## src/eswc_defs.svh

```systemverilog
// register offsets, field positions, masks and reset values of the statistics window bank
`ifndef ESWC_DEFS_SVH
`define ESWC_DEFS_SVH

// register offsets on the user-side register port
`define ESWC_OFF_GEOMETRY 8'h00
`define ESWC_OFF_START 8'h04
`define ESWC_OFF_BLACK 8'h08
`define ESWC_OFF_SUBSAMPLE 8'h0C
`define ESWC_OFF_BASE 8'h10
`define ESWC_OFF_OUT_CFG 8'h14
`define ESWC_OFF_LINE 8'h18
`define ESWC_OFF_FIR1 8'h1C
`define ESWC_OFF_FIR1_THR 8'h20
`define ESWC_OFF_FIR2 8'h24

// writable bits; reserved bits are held at zero
`define ESWC_MASK_GEOMETRY 32'hFF1FFFFF
`define ESWC_MASK_START 32'h0FFF0FFF
`define ESWC_MASK_BLACK 32'h0FFF007F
`define ESWC_MASK_SUBSAMPLE 32'h00000F0F
`define ESWC_MASK_OUT_CFG 32'h0000030F
`define ESWC_MASK_FIR1_THR 32'hFFFF00FF
`define ESWC_MASK_ALL 32'hFFFFFFFF
// readable bits of the line register; the start line delay is write only
`define ESWC_RMASK_LINE 32'h0000FFFF

// field positions
`define ESWC_F_WIN_H 31:24
`define ESWC_F_WIN_W 20:13
`define ESWC_F_WIN_VC 12:6
`define ESWC_F_WIN_HC 5:0
`define ESWC_F_START_V 27:16
`define ESWC_F_START_H 11:0
`define ESWC_F_BLK_V 27:16
`define ESWC_F_BLK_H 6:0
`define ESWC_F_SUB_V 11:8
`define ESWC_F_SUB_H 3:0
`define ESWC_F_BASE_HI 31:6
`define ESWC_BASE_LOW_W 6
`define ESWC_F_FORMAT 9:8
`define ESWC_F_SHIFT 3:0
`define ESWC_F_SLV 31:16
`define ESWC_F_LSTART 15:0
`define ESWC_F_THR 31:16
`define ESWC_F_TAP4 7:0

// reset value of every register
`define ESWC_RST_REG 32'h00000000

`endif

```

## src/eswc_pkg.sv

```systemverilog
// types shared by both ends of the statistics window link
package eswc_pkg;

   // widest pixel the datapath carries
   localparam int ESWC_PIX_MAX = 16;

   typedef enum logic [1:0] {
      ESWC_IDLE,
      ESWC_DELAY,
      ESWC_ACTIVE
   } eswc_phase_t;

   typedef enum logic [1:0] {
      ESWC_FMT_SQUARES,
      ESWC_FMT_MINMAX,
      ESWC_FMT_ACCUM,
      ESWC_FMT_RESERVED
   } eswc_format_t;

   typedef struct packed {
      logic [31:0] geometry;
      logic [31:0] start;
      logic [31:0] black;
      logic [31:0] subsample;
      logic [31:0] base;
      logic [31:0] out_cfg;
      logic [31:0] line;
      logic [31:0] fir1;
      logic [31:0] fir1_thr;
      logic [31:0] fir2;
      logic [31:0] base_work;
      logic [3:0] shift_work;
      logic [31:0] rdata;
      logic vd_d;
      logic lv_d;
      eswc_phase_t phase;
      logic [15:0] delay;
      logic [15:0] y;
      logic [15:0] raw_x;
      logic in_rows;
      logic [6:0] row;
      logic [8:0] lin;
      logic [4:0] vsub;
      logic in_blk;
      logic [7:0] blin;
      logic [4:0] bsub;
      logic in_cols;
      logic [5:0] col;
      logic [8:0] pin;
      logic [4:0] hsub;
      logic [31:0] acc;
      logic sum_valid;
      logic [31:0] sum;
      logic [6:0] win_row;
      logic [5:0] win_col;
      logic win_black;
   } eswc_dev_state_t;

   typedef struct packed {
      logic vd;
      logic lv;
      logic pv;
      logic [ESWC_PIX_MAX-1:0] pix;
   } eswc_src_state_t;

endpackage

```

## src/eswc_link_if.sv

```systemverilog
// pixel stream link between the sensor interface end and the statistics end
`timescale 1ns/1ns
interface eswc_link_if #(
   parameter int PIX_W = 12
);
   logic vertical_drive;
   logic line_valid;
   logic pixel_valid;
   logic [PIX_W-1:0] pixel;

   modport sensor (
      output vertical_drive,
      output line_valid,
      output pixel_valid,
      output pixel
   );

   modport stats (
      input vertical_drive,
      input line_valid,
      input pixel_valid,
      input pixel
   );
endinterface

```

## src/eswc_stats_cfg.sv

```systemverilog
// statistics end: window configuration bank and window geometry walker
// Notes on behaviour
// - window height is twice height code plus one
// - window width is twice width code plus one
// - vertical count field is window rows minus one
// - horizontal count field is window columns minus one
// - regular rows start at programmed vertical line
// - each window row starts at programmed column
// - one black row, own start, shared columns
// - black row height twice code plus one
// - vertical sample step twice code plus one
// - horizontal sample step twice code plus one
// - output base drops low six address bits
// - base write takes effect next frame
// - format field selects output packet content
// - window sums right-shifted before packing
// - shift shadowed, loaded at vertical drive rise
// - frame starts delay lines after drive rise
// - line storage starts at programmed pixel
// - first vertical filter: five taps, threshold
// - software writes zero to reserved bits
// - second vertical filter taps packed low-high
`timescale 1ns/1ns
`include "eswc_defs.svh"
module eswc_stats_cfg import eswc_pkg::*; #(
   parameter int PIX_W = 12
) (
   // clock and reset
   input wire logic CLK_SYS_I,
   input wire logic RST_I,
   // link
   eswc_link_if.stats LINK,
   // register port
   input wire logic [7:0] REG_ADDR_I,
   input wire logic [31:0] REG_WDATA_I,
   input wire logic REG_WR_I,
   input wire logic REG_RD_I,
   output logic [31:0] REG_RDATA_O,
   // window results
   output logic SUM_VALID_O,
   output logic [31:0] SUM_O,
   output logic [6:0] WIN_ROW_O,
   output logic [5:0] WIN_COL_O,
   output logic WIN_BLACK_O,
   output logic FRAME_ACTIVE_O,
   // working configuration for the packer and focus filters
   output logic [31:0] OUT_BASE_O,
   output eswc_format_t OUT_FORMAT_O,
   output logic [39:0] FIR1_TAPS_O,
   output logic [15:0] FIR1_THRESHOLD_O,
   output logic [31:0] FIR2_TAPS_O
);

   if (PIX_W < 1 || PIX_W > ESWC_PIX_MAX) begin : g_bad_width
      $error("pixel width out of range");
   end

   eswc_dev_state_t s;
   eswc_dev_state_t next_s;

   logic vd_rise;
   logic line_go;
   logic line_end;
   logic pixel_go;
   logic line_samp;
   logic [15:0] x;
   logic [31:0] pix32;
   logic [31:0] sum;

   assign vd_rise = LINK.vertical_drive & ~s.vd_d;
   assign line_go = LINK.line_valid & ~s.lv_d;
   assign line_end = ~LINK.line_valid & s.lv_d;
   assign pixel_go = LINK.pixel_valid & LINK.line_valid;
   assign pix32 = {{(32 - PIX_W){1'b0}}, LINK.pixel};

   ////////////////////////////////////////////////////////////////////////////
   always_comb begin
      next_s = s;
      x = '0;
      sum = '0;
      line_samp = 1'b0;
      next_s.vd_d = LINK.vertical_drive;
      next_s.lv_d = LINK.line_valid;
      next_s.sum_valid = 1'b0;

      // register writes; reserved bits are masked to zero
      if (REG_WR_I) begin
         unique case (REG_ADDR_I)
            `ESWC_OFF_GEOMETRY: next_s.geometry = REG_WDATA_I & `ESWC_MASK_GEOMETRY;
            `ESWC_OFF_START: next_s.start = REG_WDATA_I & `ESWC_MASK_START;
            `ESWC_OFF_BLACK: next_s.black = REG_WDATA_I & `ESWC_MASK_BLACK;
            `ESWC_OFF_SUBSAMPLE: next_s.subsample = REG_WDATA_I & `ESWC_MASK_SUBSAMPLE;
            `ESWC_OFF_BASE: next_s.base = REG_WDATA_I;
            `ESWC_OFF_OUT_CFG: next_s.out_cfg = REG_WDATA_I & `ESWC_MASK_OUT_CFG;
            `ESWC_OFF_LINE: next_s.line = REG_WDATA_I;
            `ESWC_OFF_FIR1: next_s.fir1 = REG_WDATA_I;
            `ESWC_OFF_FIR1_THR: next_s.fir1_thr = REG_WDATA_I & `ESWC_MASK_FIR1_THR;
            `ESWC_OFF_FIR2: next_s.fir2 = REG_WDATA_I;
            default: ;
         endcase
      end

      // read data stand only in the cycle after the strobe
      next_s.rdata = '0;
      if (REG_RD_I) begin
         unique case (REG_ADDR_I)
            `ESWC_OFF_GEOMETRY: next_s.rdata = s.geometry;
            `ESWC_OFF_START: next_s.rdata = s.start;
            `ESWC_OFF_BLACK: next_s.rdata = s.black;
            `ESWC_OFF_SUBSAMPLE: next_s.rdata = s.subsample;
            `ESWC_OFF_BASE: next_s.rdata = s.base;
            `ESWC_OFF_OUT_CFG: next_s.rdata = s.out_cfg;
            `ESWC_OFF_LINE: next_s.rdata = s.line & `ESWC_RMASK_LINE;
            `ESWC_OFF_FIR1: next_s.rdata = s.fir1;
            `ESWC_OFF_FIR1_THR: next_s.rdata = s.fir1_thr;
            `ESWC_OFF_FIR2: next_s.rdata = s.fir2;
            default: next_s.rdata = '0;
         endcase
      end

      // frame start: shadowed settings move to the working copies
      if (vd_rise) begin
         next_s.shift_work = s.out_cfg[`ESWC_F_SHIFT];
         next_s.base_work = s.base;
         next_s.delay = s.line[`ESWC_F_SLV];
         next_s.phase = (s.line[`ESWC_F_SLV] == 16'h0000) ? ESWC_ACTIVE : ESWC_DELAY;
         next_s.y = '0;
         next_s.in_rows = 1'b0;
         next_s.in_blk = 1'b0;
         next_s.in_cols = 1'b0;
      end else if (line_end) begin
         if (s.phase == ESWC_DELAY) begin
            next_s.delay = s.delay - 16'h0001;
            if (s.delay == 16'h0001) begin
               next_s.phase = ESWC_ACTIVE;
            end
         end else if (s.phase == ESWC_ACTIVE) begin
            next_s.y = s.y + 16'h0001;
            if (s.in_rows) begin
               if (s.lin == {s.geometry[`ESWC_F_WIN_H], 1'b1}) begin
                  next_s.lin = '0;
                  next_s.vsub = '0;
                  next_s.row = s.row + 7'h01;
                  if (s.row == s.geometry[`ESWC_F_WIN_VC]) begin
                     next_s.in_rows = 1'b0;
                  end
               end else begin
                  next_s.lin = s.lin + 9'h001;
                  next_s.vsub = (s.vsub == {s.subsample[`ESWC_F_SUB_V], 1'b1}) ?
                     5'h00 : s.vsub + 5'h01;
               end
            end
            if (s.in_blk) begin
               if (s.blin == {s.black[`ESWC_F_BLK_H], 1'b1}) begin
                  next_s.in_blk = 1'b0;
               end else begin
                  next_s.blin = s.blin + 8'h01;
                  next_s.bsub = (s.bsub == {s.subsample[`ESWC_F_SUB_V], 1'b1}) ?
                     5'h00 : s.bsub + 5'h01;
               end
            end
         end
      end

      // line start: row entry and column walker reset
      if (line_go && !vd_rise) begin
         next_s.raw_x = '0;
         next_s.in_cols = 1'b0;
         if (s.phase == ESWC_ACTIVE) begin
            if (s.y == {4'h0, s.start[`ESWC_F_START_V]}) begin
               next_s.in_rows = 1'b1;
               next_s.row = '0;
               next_s.lin = '0;
               next_s.vsub = '0;
            end
            if (s.y == {4'h0, s.black[`ESWC_F_BLK_V]}) begin
               next_s.in_blk = 1'b1;
               next_s.blin = '0;
               next_s.bsub = '0;
            end
         end
      end

      // pixel walk across the window columns
      if (pixel_go && next_s.phase == ESWC_ACTIVE) begin
         // the first pixel of a line sits at position zero
         if ((next_s.in_rows || next_s.in_blk) &&
             next_s.raw_x >= s.line[`ESWC_F_LSTART]) begin
            x = next_s.raw_x - s.line[`ESWC_F_LSTART];
            if (x == {4'h0, s.start[`ESWC_F_START_H]}) begin
               next_s.in_cols = 1'b1;
               next_s.col = '0;
               next_s.pin = '0;
               next_s.hsub = '0;
               next_s.acc = '0;
            end
            line_samp = next_s.in_rows ? (next_s.vsub == 5'h00) : (next_s.bsub == 5'h00);
            if (next_s.in_cols) begin
               sum = next_s.acc + ((line_samp && next_s.hsub == 5'h00) ? pix32 : 32'h0);
               if (next_s.pin == {s.geometry[`ESWC_F_WIN_W], 1'b1}) begin
                  // window closes; the next one abuts it
                  next_s.sum_valid = line_samp;
                  next_s.sum = sum >> s.shift_work;
                  next_s.win_row = next_s.in_rows ? next_s.row : 7'h00;
                  next_s.win_col = next_s.col;
                  next_s.win_black = ~next_s.in_rows;
                  if (next_s.col == s.geometry[`ESWC_F_WIN_HC]) begin
                     next_s.in_cols = 1'b0;
                  end
                  next_s.col = next_s.col + 6'h01;
                  next_s.pin = '0;
                  next_s.hsub = '0;
                  next_s.acc = '0;
               end else begin
                  next_s.pin = next_s.pin + 9'h001;
                  next_s.hsub = (next_s.hsub == {s.subsample[`ESWC_F_SUB_H], 1'b1}) ?
                     5'h00 : next_s.hsub + 5'h01;
                  next_s.acc = sum;
               end
            end
         end
         next_s.raw_x = next_s.raw_x + 16'h0001;
      end
   end

   always_ff @(posedge CLK_SYS_I or posedge RST_I) begin
      if (RST_I) begin
         s <= '0;
      end else begin
         s <= next_s;
      end
   end

   ////////////////////////////////////////////////////////////////////////////
   assign REG_RDATA_O = s.rdata;
   assign SUM_VALID_O = s.sum_valid;
   assign SUM_O = s.sum;
   assign WIN_ROW_O = s.win_row;
   assign WIN_COL_O = s.win_col;
   assign WIN_BLACK_O = s.win_black;
   assign FRAME_ACTIVE_O = (s.phase == ESWC_ACTIVE);
   assign OUT_BASE_O = {s.base_work[`ESWC_F_BASE_HI], {`ESWC_BASE_LOW_W{1'b0}}};
   assign OUT_FORMAT_O = eswc_format_t'(s.out_cfg[`ESWC_F_FORMAT]);
   assign FIR1_TAPS_O = {s.fir1_thr[`ESWC_F_TAP4], s.fir1};
   assign FIR1_THRESHOLD_O = s.fir1_thr[`ESWC_F_THR];
   assign FIR2_TAPS_O = s.fir2;

endmodule

```

## src/flat_wrapper.sv

```systemverilog
// flat-port wrapper written by rule: the top's interface ports become plain ports
module eswc_stats_cfg_flat import eswc_pkg::*;
#(
   parameter int PIX_W = 12
)
  (CLK_SYS_I, RST_I, REG_ADDR_I, REG_WDATA_I, REG_WR_I, REG_RD_I, REG_RDATA_O, SUM_VALID_O, SUM_O, WIN_ROW_O, WIN_COL_O, WIN_BLACK_O, FRAME_ACTIVE_O, OUT_BASE_O, OUT_FORMAT_O, FIR1_TAPS_O, FIR1_THRESHOLD_O, FIR2_TAPS_O, LINK_vertical_drive, LINK_line_valid, LINK_pixel_valid, LINK_pixel);
  eswc_link_if #(.PIX_W(PIX_W)) LINK_i ();
  input wire logic CLK_SYS_I;
  input wire logic RST_I;
  input wire logic [7:0] REG_ADDR_I;
  input wire logic [31:0] REG_WDATA_I;
  input wire logic REG_WR_I;
  input wire logic REG_RD_I;
  output logic [31:0] REG_RDATA_O;
  output logic SUM_VALID_O;
  output logic [31:0] SUM_O;
  output logic [6:0] WIN_ROW_O;
  output logic [5:0] WIN_COL_O;
  output logic WIN_BLACK_O;
  output logic FRAME_ACTIVE_O;
  output logic [31:0] OUT_BASE_O;
  output eswc_format_t OUT_FORMAT_O;
  output logic [39:0] FIR1_TAPS_O;
  output logic [15:0] FIR1_THRESHOLD_O;
  output logic [31:0] FIR2_TAPS_O;
  input wire logic [$bits(LINK_i.vertical_drive)-1:0] LINK_vertical_drive;
  input wire logic [$bits(LINK_i.line_valid)-1:0] LINK_line_valid;
  input wire logic [$bits(LINK_i.pixel_valid)-1:0] LINK_pixel_valid;
  input wire logic [$bits(LINK_i.pixel)-1:0] LINK_pixel;
  assign LINK_i.vertical_drive = LINK_vertical_drive;
  assign LINK_i.line_valid = LINK_line_valid;
  assign LINK_i.pixel_valid = LINK_pixel_valid;
  assign LINK_i.pixel = LINK_pixel;
  eswc_stats_cfg #(.PIX_W(PIX_W)) u_core (.CLK_SYS_I(CLK_SYS_I), .RST_I(RST_I), .LINK(LINK_i), .REG_ADDR_I(REG_ADDR_I), .REG_WDATA_I(REG_WDATA_I), .REG_WR_I(REG_WR_I), .REG_RD_I(REG_RD_I), .REG_RDATA_O(REG_RDATA_O), .SUM_VALID_O(SUM_VALID_O), .SUM_O(SUM_O), .WIN_ROW_O(WIN_ROW_O), .WIN_COL_O(WIN_COL_O), .WIN_BLACK_O(WIN_BLACK_O), .FRAME_ACTIVE_O(FRAME_ACTIVE_O), .OUT_BASE_O(OUT_BASE_O), .OUT_FORMAT_O(OUT_FORMAT_O), .FIR1_TAPS_O(FIR1_TAPS_O), .FIR1_THRESHOLD_O(FIR1_THRESHOLD_O), .FIR2_TAPS_O(FIR2_TAPS_O));
endmodule
```

## config.mk

```make
export PLATFORM = sky130hd
export DESIGN_NAME = eswc_stats_cfg_flat
export DESIGN_NICKNAME = d
export VERILOG_FILES = /design/src/eswc_pkg.sv /design/src/eswc_link_if.sv /design/src/eswc_stats_cfg.sv /design/src/flat_wrapper.sv
export VERILOG_INCLUDE_DIRS = /design/src
export SDC_FILE = /design/constraint.sdc
export NUM_CORES = 1
export LEC_CHECK = 0
export BUFFER_PORTS_ARGS = -buffer_cell sky130_fd_sc_hd__buf_2
export CORE_MARGIN = 1.5
export CORE_UTILIZATION = 50
export CTS_CLUSTER_DIAMETER = 150
export CTS_CLUSTER_SIZE = 25
export DETAILED_ROUTE_END_ITERATION = 12
export PLACE_DENSITY = 0.69
export SLEW_MARGIN = 20
export SYNTH_ARGS = -nofsm -noshare
export SYNTH_HDL_FRONTEND = slang
export SYNTH_SLANG_ARGS = --single-unit
```

## constraint.sdc

```tcl
create_clock -name CLK_SYS_I -period 17 [get_ports CLK_SYS_I]
set_input_delay 0 -clock CLK_SYS_I [delete_from_list [all_inputs] [get_ports CLK_SYS_I]]
set_output_delay 0 -clock CLK_SYS_I [all_outputs]
set_load 0.02 [all_outputs]
```

==> results.json, run 1 <==
{
  "critPathKind": "reg2reg",
  "fp.coreArea_mm2": 0.0538,
  "synth_warnings": 0,
  "power.leakage_nw": 13.8,
  "postCtsSetupBuffers": 0,
  "port_buffers": 254,
  "synth.distinct_cells": 98,
  "grt_pass1_vias": 20845,
  "drtPass1Iterations": 6,
  "vias_per_cell": 6.11,
  "track_usage_pct": 29.1,
  "path_clk_slew_ns": 0.12,
  "p_clk_share_pct": 27.3,
  "cp-end-kind": "flop",
  "synth_common_cells": "dfrtp_1 (488), nand2_1 (294), mux2_2 (251)",
  "seq_power_share_pct": 54.9,
  "synth_area_mm2": 0.0272,
  "power.total_mw": 2.33,
  "syn_area_per_cell_um2": 9.99,
  "maxCapViolCount": 0,
  "drc": 0,
  "synth_top_area_cell": "dfrtp_1",
  "synth_edf_count": 0,
  "antenna_found_initial": 3,
  "hpwl_um": 59300,
  "outcome": "finished clean",
  "wl_um": 82500,
  "overflow": 0,
  "vias": 21014,
  "finalCritPeriodShare_pct": 56.3,
  "grt_max_degree": 158,
  "rsz0062_at_grt": "false",
  "drive_above_1_share_pct": 22.7,
  "cts_resized": 0,
  "p_int_mw": 1.63,
  "finClkSkew_ns": 0.0343,
  "yosysMostFrequentCell": "dfrtp_1",
  "cts_made_buffers": 23,
  "tightest_slew_ns": 1.14,
  "crit_path_frequent_cell": "ha_1",
  "die_h_um": 236,
  "cts_tree": "done",
  "final.min_clock_period_ns": 9.57,
  "cts_root_buf": "clkbuf_16",
  "critPathMaxStageDelay_ns": 0.63,
  "syn2layout_area_growth_pct": 5.39,
  "cp.arrival_ns": 10.08,
  "ir_drop_mv": 0.0644,
  "final_util_pct": 53.3,
  "yosys.area.top_type_share_pct": 44.9,
  "crit_path_max_fanout": 40,
  "insertion_delay_ns": 0.60,
  "nets": 2834,
  "ioPinCount": 261,
  "clk_path_buf_depth": 3,
  "clkSinkCount": 488,
  "start_kind": "flop",
  "sw_frac_of_total_pct": 30.3,
  "power_density_mw_per_mm2": 81.4,
  "p_sw_uw": 707,
  "setup_violations": 0,
  "wl_per_cell_um": 24.0,
  "comb_power_share_pct": 17.7,
  "placed_cell_area_mm2": 0.0277,
  "rows": 85,
  "ys_seq_area_share_pct": 44.9,
  "finalMaxSlewViolations": 0,
  "path_buf_inv": 3,
  "fin_tns_setup_ns": 0,
  "async_flop_share_pct": 100,
  "crit_family": "simple AND/OR/NAND/NOR gates",
  "die_w_um": 236,
  "worstPathRequired_ns": 17.52,
  "synthCells": 2722,
  "ant_nets": 0,
  "htreeDepth": 1,
  "place.gp.congestion": 0.936,
  "start_util_pct": 50.6,
  "drtIter0Drc": 1901,
  "fin_area_mm2": 0.0287,
  "min_path_type": "in2reg",
  "ys_seq_elements": 488,
  "die_area_mm2": 0.0558,
  "synth-main-ff-cell": "dfrtp_1",
  "synth.area.top_cells": "dfrtp_1 (45%), mux2_2 (10%), buf_4 (5.6%)",
  "relSlewSlack_pct": 23.8,
  "cts_hold_buf": 37,
  "hold_viol": 0,
  "grt_pass1_wl_um": 126000,
  "slowest_stage": "nor3b_2",
  "fmax_mhz": 105
}
-- kinds of logic after synthesis --
logic type	count (synthesis)	share of synthesized area, %
XOR/XNOR	191	6.26
multiplexers	288	11.8
AND/OR/NAND/NOR	811	14.2
adder cells (fa/ha/maj)	39	1.80
buffers and inverters	390	8.28
flip-flops	488	44.9
other	1	0.0138
AO/OA/AOI/OAI	514	12.8
-- worst register-to-register path: cells and delay by family (launching register included) --
kind | cells | cell delay, ns
DFF | 1 | 0.41
and+or+nand+nor | 15 | 4.86
buffers and inverters | 3 | 0.71
muxes | 2 | 0.39
adders and majority gates | 4 | 1.35
AOI/OAI and AO/OA | 9 | 1.76
-- metal layers --
metal | vias up | wire length [um] | global-route usage [%]
met2 | 773 | 40000 | 49.6
met5 | - | 0 | 0
met1 | 10685 | 34200 | 38.4
li1 | 9446 | - | -
met4 | 0 | 2700 | 9.27
met3 | 110 | 5530 | 4.07
-- stage by stage --
stage | hold slack, ns | instances | worst slack [ns]
6_report | 0.0509 | 3437 | 7.43
5_1_grt | 0.0368 | 3436 | 6.96
4_1_cts | 0.0123 | 3436 | 7.55
3_5_place_dp | 0.192 | 3373 | 7.60
3_3_place_gp | 0.182 | 3373 | 7.92
2_1_floorplan | 0.0314 | 2727 | 3.38
-- path summary, 6_finish.rpt --
path,slack [ns],cells after the start,end,from
max in group asynchronous,14.56,5,u_core.s[574],RST_I
min in group asynchronous,0.14,3,u_core.REG_RDATA_O[13],RST_I
max,7.43,33,u_core.SUM_O[21],u_core.s[187]
max reg2reg,7.43,33,u_core.SUM_O[21],u_core.s[187]
min,0.05,3,u_core.FIR1_TAPS_O[32],REG_WR_I
min reg2reg,0.47,2,u_core.WIN_ROW_O[4],u_core.WIN_ROW_O[4]
-- registers in the layout (all words and copies together) (netlist names) --
name and flops:
u_core.OUT_BASE_O 26, u_core.FIR2_TAPS_O 32, u_core.s 293, u_core.SUM_O 32, u_core.REG_RDATA_O 32, u_core.SUM_VALID_O 1
u_core.WIN_COL_O 6, u_core.FIR1_THRESHOLD_O 16, u_core.OUT_FORMAT_O 2, u_core.FIR1_TAPS_O 40, u_core.WIN_ROW_O 7, u_core.WIN_BLACK_O 1
-- cell type report --
| cell class | instances | area (um^2) |
|---|---|---|
| Fill cell | 4751 | 25100 |
| Multi-Input combinational cell | 1849 | 12800 |
| Sequential cell | 488 | 12200 |
| Timing Repair Buffer | 328 | 1930 |
| Tap cell | 696 | 871 |
| Clock buffer | 24 | 589 |
| Inverter | 49 | 191 |
| Clock inverter | 2 | 31.3 |
| Antenna cell | 1 | 2.50 |
-- layout by cell type (no fill, tap or decap), types with 15 or more instances in the layout --
cell,instances
buf_2,254
inv_1,47
mux2_2,251
nor4_1,27
buf_4,36
a21o_1,15
and3_1,26
o21ai_0,129
xor2_1,88
nor3_1,33
a21oi_1,72
mux2i_1,35
a222oi_1,16
clkbuf_16,23
a22o_1,15
a31oi_1,40
nand4_1,44
nand2_1,292
ha_1,35
o31ai_1,23
nand3_1,53
a22oi_1,73
and2_1,44
xnor2_1,99
nand2b_1,19
dlygate4sd3_1,37
nor2_1,186
dfrtp_1,488
-- power groups by stage --
stage	clock network, mW	registers (mW)	logic [mW]
final	0.637	1.28	0.414
after global routing	0.687	1.29	0.452
after CTS	0.649	1.28	0.414
after detailed placement	0	1.30	0.407
after global placement	0	1.30	0.398
after floorplan	0	1.28	0.310
Note: power is estimated with default switching activity, not from simulation.
==> run 2, diff against run 1 <==
--- a/config.mk
+++ b/config.mk
@@ -12,7 +12,7 @@
 export CTS_CLUSTER_DIAMETER = 150
 export CTS_CLUSTER_SIZE = 25
 export DETAILED_ROUTE_END_ITERATION = 12
-export PLACE_DENSITY = 0.69
+export PLACE_DENSITY = 0.72
 export SLEW_MARGIN = 20
 export SYNTH_ARGS = -nofsm -noshare
 export SYNTH_HDL_FRONTEND = slang
==> constraint.sdc (replaced) <==
create_clock -name CLK_SYS_I -period 8.11 [get_ports CLK_SYS_I]
set_input_delay 0 -clock CLK_SYS_I [delete_from_list [all_inputs] [get_ports CLK_SYS_I]]
set_output_delay 0 -clock CLK_SYS_I [all_outputs]
set_load 0.02 [all_outputs]
==> results.json, run 2 (synthesized netlist as in run 1, its figures left out) <==
{
  "worstPathRequired_ns": 8.60,
  "mostFrequentLayoutCells": "dfrtp_1 (488), nand2_1 (288), buf_2 (254)",
  "clk_path_buf_depth": 3,
  "drive_above_1_share_pct": 23.3,
  "grt_pass1_vias": 21334,
  "grt_pass1_wl_um": 126000,
  "place.gp.congestion": 0.974,
  "layout.cells.non_filler": 3448,
  "vias": 21247,
  "cts_made_buffers": 23,
  "r2r_setup_slack_ns": 0.51,
  "relSlewSlack_pct": 22.9,
  "setup_violations": 0,
  "drtPass1Iterations": 6,
  "rsz0062_at_grt": "false",
  "crit_path_frequent_cell": "a21oi_1",
  "final.min_clock_period_ns": 7.60,
  "ant_nets": 0,
  "cts_tree": "done",
  "path_clk_slew_ns": 0.10,
  "overflow": 0,
  "layout_commonest_cell": "dfrtp_1",
  "finalMaxSlewViolations": 0,
  "die_area_mm2": 0.0558,
  "crit_path_max_fanout": 26,
  "syn2layout_area_growth_pct": 5.79,
  "wl_per_cell_um": 23.8,
  "ir_drop_mv": 0.159,
  "port_buffers": 254,
  "drtIter0Drc": 2268,
  "wl_um": 82100,
  "finalCritPeriodShare_pct": 93.7,
  "antenna_found_initial": 2,
  "drc": 0,
  "finClkSkew_ns": 0.0218,
  "ioPinCount": 261,
  "hpwl_um": 58600,
  "start_kind": "flop",
  "outcome": "finished clean",
  "n_fill_cell": 4761,
  "htreeDepth": 1,
  "fmax_mhz": 132,
  "critPathKind": "reg2reg",
  "cp.arrival_ns": 8.09,
  "critPathMaxStageDelay_ns": 0.62,
  "dp.cells": 3383,
  "largest_reg_flops": 293,
  "cts_root_buf": "clkbuf_16",
  "register_area_mm2": 0.0122,
  "vias_per_cell": 6.16,
  "hold_viol": 0,
  "cp-end-kind": "flop",
  "insertion_delay_ns": 0.59,
  "die_w_um": 236,
  "power.leakage_nw": 13.8,
  "grt_max_degree": 184,
  "track_usage_pct": 29.0,
  "fp.coreArea_mm2": 0.0538,
  "slowest_stage": "or4_4",
  "rows": 85,
  "fin_tns_setup_ns": 0,
  "die_h_um": 236,
  "top_register": "u_core.s",
  "maxCapViolCount": 0,
  "min_path_type": "in2reg",
  "tightest_slew_ns": 1.15,
  "multiInputGateArea_mm2": 0.0129,
  "power_density_mw_per_mm2": 170,
  "start_util_pct": 50.6,
  "clkSinkCount": 488,
  "nets": 2844
}
## run 2: cell count changes in the layout (fill, tap and decap cells not counted), sizes merged
cell and change:
dlygate4sd3 -1, clkinvlp +1, buf +11, inv -1, diode +1
## run 2: what timing repair did
item	CTS	global route
endpoints found under the setup margin	0	23
endpoints found under the hold margin	278	0
hold buffers	36	0
resized for setup	0	8
setup buffers	0	1
## run 2: through the flow
stage / instance area, um^2 / utilization (%) / hold slack [ns] / total power, mW / worst slack, ns
4_1_cts: 28700 / 53.4 / 0.00195 / 4.91 / 0.216
5_1_grt: 28800 / 53.5 / 0.0478 / 5.10 / 0.0398
2_1_floorplan: 27200 / - / 0.0314 / 3.33 / 0.771
3_5_place_dp: 27800 / 51.6 / 0.161 / 3.59 / 0.306
6_report: 28800 / 53.5 / 0.0423 / 4.90 / 0.511
3_3_place_gp: 27800 / 51.6 / 0.159 / 3.57 / 0.558
## run 2: cell type report
| type | instances | area share (%) |
|---|---|---|
| multi-input cells | 1849 | 44.7 |
| clock inverters | 2 | 0.109 |
| clock buffers | 24 | 2.05 |
| flip-flops and latches | 488 | 42.4 |
| well taps | 696 | 3.03 |
| repair buffers | 338 | 7.01 |
| diodes | 2 | 0.0174 |
| inverters | 49 | 0.652 |
## run 2: path summary, 6_finish.rpt
check                                 endpoint           startpoint  depth (start not counted)
setup / recovery              u_core.SUM_O[21]        u_core.s[187]                         30
hold / removal                    u_core.s[47]        LINK_pixel[0]                          5
setup reg to reg              u_core.SUM_O[21]        u_core.s[187]                         30
hold reg to reg            u_core.WIN_ROW_O[5]  u_core.WIN_ROW_O[5]                          2
max in group asynchronous     u_core.SUM_O[21]                RST_I                          5
min in group asynchronous        u_core.s[430]                RST_I                          3
## run 2: critical path, delay by kind of cell (launching register included)
| kind | cells | cell delay (ns) |
|---|---|---|
| adder cells (fa/ha/maj) | 3 | 0.76 |
| AND/OR/NAND/NOR | 13 | 3.26 |
| AO/OA/AOI/OAI | 9 | 1.72 |
| XOR/XNOR | 1 | 0.54 |
| flip-flops | 1 | 0.39 |
| multiplexers | 1 | 0.17 |
| buffers and inverters | 3 | 0.63 |
## run 2: layer usage
metal	part of all wire [%]	track usage [%]	up-vias	wire, um
li1	-	-	9463	-
met1	41	38.4	10642	33700
met2	48	48.5	978	39200
met3	7.3	4.10	164	5960
met4	3.9	11.0	0	3210
met5	0	0	-	0
## run 2: power by group
part           switching (mW)  leakage, nW  internal [mW]
combinational           0.541         6.78          0.346
sequential              0.141         6.74           2.55
clock                   0.795        0.306          0.530
total                    1.48         13.8           3.42
==> run 3, diff against run 2 <==
--- a/config.mk
+++ b/config.mk
@@ -9,10 +9,11 @@
 export BUFFER_PORTS_ARGS = -buffer_cell sky130_fd_sc_hd__buf_2
 export CORE_MARGIN = 1.5
 export CORE_UTILIZATION = 50
+export CTS_BUF_LIST = sky130_fd_sc_hd__clkbuf_16
 export CTS_CLUSTER_DIAMETER = 150
 export CTS_CLUSTER_SIZE = 25
 export DETAILED_ROUTE_END_ITERATION = 12
-export PLACE_DENSITY = 0.72
+export PLACE_DENSITY = 0.69
 export SLEW_MARGIN = 20
 export SYNTH_ARGS = -nofsm -noshare
 export SYNTH_HDL_FRONTEND = slang
==> constraint.sdc (replaced) <==
create_clock -name CLK_SYS_I -period 9 [get_ports CLK_SYS_I]
set_input_delay 0 -clock CLK_SYS_I [delete_from_list [all_inputs] [get_ports CLK_SYS_I]]
set_output_delay 0 -clock CLK_SYS_I [all_outputs]
set_load 0.02 [all_outputs]
==> results.json, run 3 (synthesized netlist as in run 1, its figures left out) <==
{
  "setup_violations": 0,
  "path_clk_slew_ns": 0.11,
  "n_antenna_cell": 0,
  "finalCritPeriodShare_pct": 91.5,
  "hold_end": "u_core.s[47]",
  "layout.cells.non_filler": 3442,
  "power.leakage_nw": 13.8,
  "power_density_mw_per_mm2": 153,
  "vias_per_cell": 6.12,
  "mostFrequentLayoutCells": "dfrtp_1 (488), nand2_1 (292), buf_2 (254)",
  "min-delay-start": "LINK_pixel[0]",
  "crit_path_max_fanout": 15,
  "relSlewSlack_pct": 22.7,
  "hold_viol": 0,
  "final.setup.worst_slack_ns": 0.762,
  "finalMaxSlewViolations": 0,
  "tightest_slew_ns": 1.15,
  "largest_reg_flops": 293,
  "grt_pass1_wl_um": 127000,
  "drtPass1Iterations": 6,
  "final_util_pct": 53.4,
  "ant_nets": 0,
  "maxCapViolCount": 0,
  "place_ws_ns": 0.955,
  "track_usage_pct": 29.2,
  "die_h_um": 236,
  "postCtsSetupBuffers": 0,
  "rsz0062_at_grt": "false",
  "min_path_type": "in2reg",
  "insertion_delay_ns": 0.60,
  "r2r_setup_slack_ns": 0.76,
  "cts_made_buffers": 23,
  "cts_tree": "done",
  "grt_max_degree": 182,
  "htreeDepth": 1,
  "antenna_found_initial": 1,
  "clkSinkCount": 488,
  "wl_um": 82300,
  "ir_drop_mv": 0.141,
  "min_path_cells": 5,
  "reg2reg_to": "u_core.SUM_O[18]",
  "wl_per_cell_um": 23.9,
  "syn2layout_area_growth_pct": 5.59,
  "final.min_clock_period_ns": 8.24,
  "overflow": 0,
  "cp.arrival_ns": 8.76,
  "critPathKind": "reg2reg",
  "place.gp.congestion": 0.942,
  "grt_pass1_vias": 21020,
  "start_util_pct": 50.6,
  "drc": 0,
  "start_kind": "flop",
  "die_w_um": 236,
  "fmax_mhz": 121,
  "top_register": "u_core.s",
  "layout_commonest_cell": "dfrtp_1",
  "worst_hold_slack_ns": 0.0217,
  "hpwl_um": 58900,
  "dp.cells": 3378,
  "r2r-start": "u_core.s[186]",
  "clk_path_buf_depth": 3,
  "placed_cell_area_mm2": 0.0277,
  "critPathMaxStageDelay_ns": 0.88,
  "slowest_stage": "nor4_1",
  "ioPinCount": 261,
  "rows": 85,
  "drive_above_1_share_pct": 22.8,
  "finClkSkew_ns": 0.0299,
  "nets": 2840,
  "n_fill_cell": 4739,
  "outcome": "finished clean",
  "fin_tns_setup_ns": 0,
  "worstPathRequired_ns": 9.52,
  "fin_area_mm2": 0.0287,
  "fp.coreArea_mm2": 0.0538,
  "drtIter0Drc": 1876,
  "die_area_mm2": 0.0558,
  "r2r_cells": 31,
  "cp-end-kind": "flop",
  "vias": 21077,
  "port_buffers": 254,
  "cts_root_buf": "clkbuf_16",
  "power.total_mw": 4.40
}
## run 3: cell types whose count changed in the layout (fill, tap and decap cells not counted), moves of 2 or more
cell,previous run,this run
diode_2,2,0
nor4_1,26,28
nand2_2,6,2
nor4_2,4,2
buf_4,46,40
nand2_1,288,292
## run 3: worst max-delay path, delay by kind of cell (launching register included)
family	cells	cell delay [ns]
AO/OA/AOI/OAI	8	1.54
flip-flops	1	0.42
buffers and inverters	2	0.43
XOR/XNOR	1	0.20
AND/OR/NAND/NOR	13	3.84
multiplexers	4	0.78
adder cells (fa/ha/maj)	3	0.94
## run 3: how the worst max path moves through the flow
| stage | slack, ns | from | endpoint | cells past startpoint |
|---|---|---|---|---|
| 2_1_floorplan | 1.66 | u_core.s[186] | u_core.SUM_O[21] | 35 |
| 3_3_place_gp | 1.12 | u_core.s[187] | u_core.SUM_O[18] | 31 |
| 3_5_place_dp | 0.96 | u_core.s[187] | u_core.SUM_O[18] | 31 |
| 4_1_cts | 0.90 | u_core.s[186] | u_core.SUM_O[18] | 31 |
| 5_1_grt | 0.30 | u_core.s[186] | u_core.SUM_O[13] | 33 |
| 6_report | 0.76 | u_core.s[186] | u_core.SUM_O[18] | 31 |
## run 3: repair_timing
| item | CTS | global route |
|---|---|---|
| endpoints found under the hold margin | 279 | 0 |
| hold buffers | 37 | 0 |
| endpoints found under the setup margin | 0 | 0 |
| gates resized for setup | 0 | 0 |
## run 3: report_power, final
group / switching, mW / total [mW] / leakage (nW) / internal [mW]
Clock: 0.725 / 1.19 / 0.301 / 0.469
Combinational: 0.484 / 0.787 / 6.76 / 0.303
Sequential: 0.124 / 2.42 / 6.74 / 2.30
Total: 1.33 / 4.40 / 13.8 / 3.07
## run 3: final cells by class
class                      count  area, um^2  share of cell area, %
inverter                      49         188                  0.653
timing repair buffer         334        2010                   7.00
sequential                   488       12200                   42.5
clock inverter                 3        35.0                  0.122
tap                          696         871                   3.03
clock buffer                  23         576                   2.00
multi-input combinational   1849       12800                   44.7
## run 3: layer usage
metal | share of wire (%) | vias to the layer above | global-route usage [%]
met2 | 48 | 876 | 48.9
met5 | 0 | - | 0
met4 | 3.7 | 0 | 10.3
met3 | 6.7 | 151 | 4.37
li1 | - | 9468 | -
met1 | 42 | 10582 | 38.6
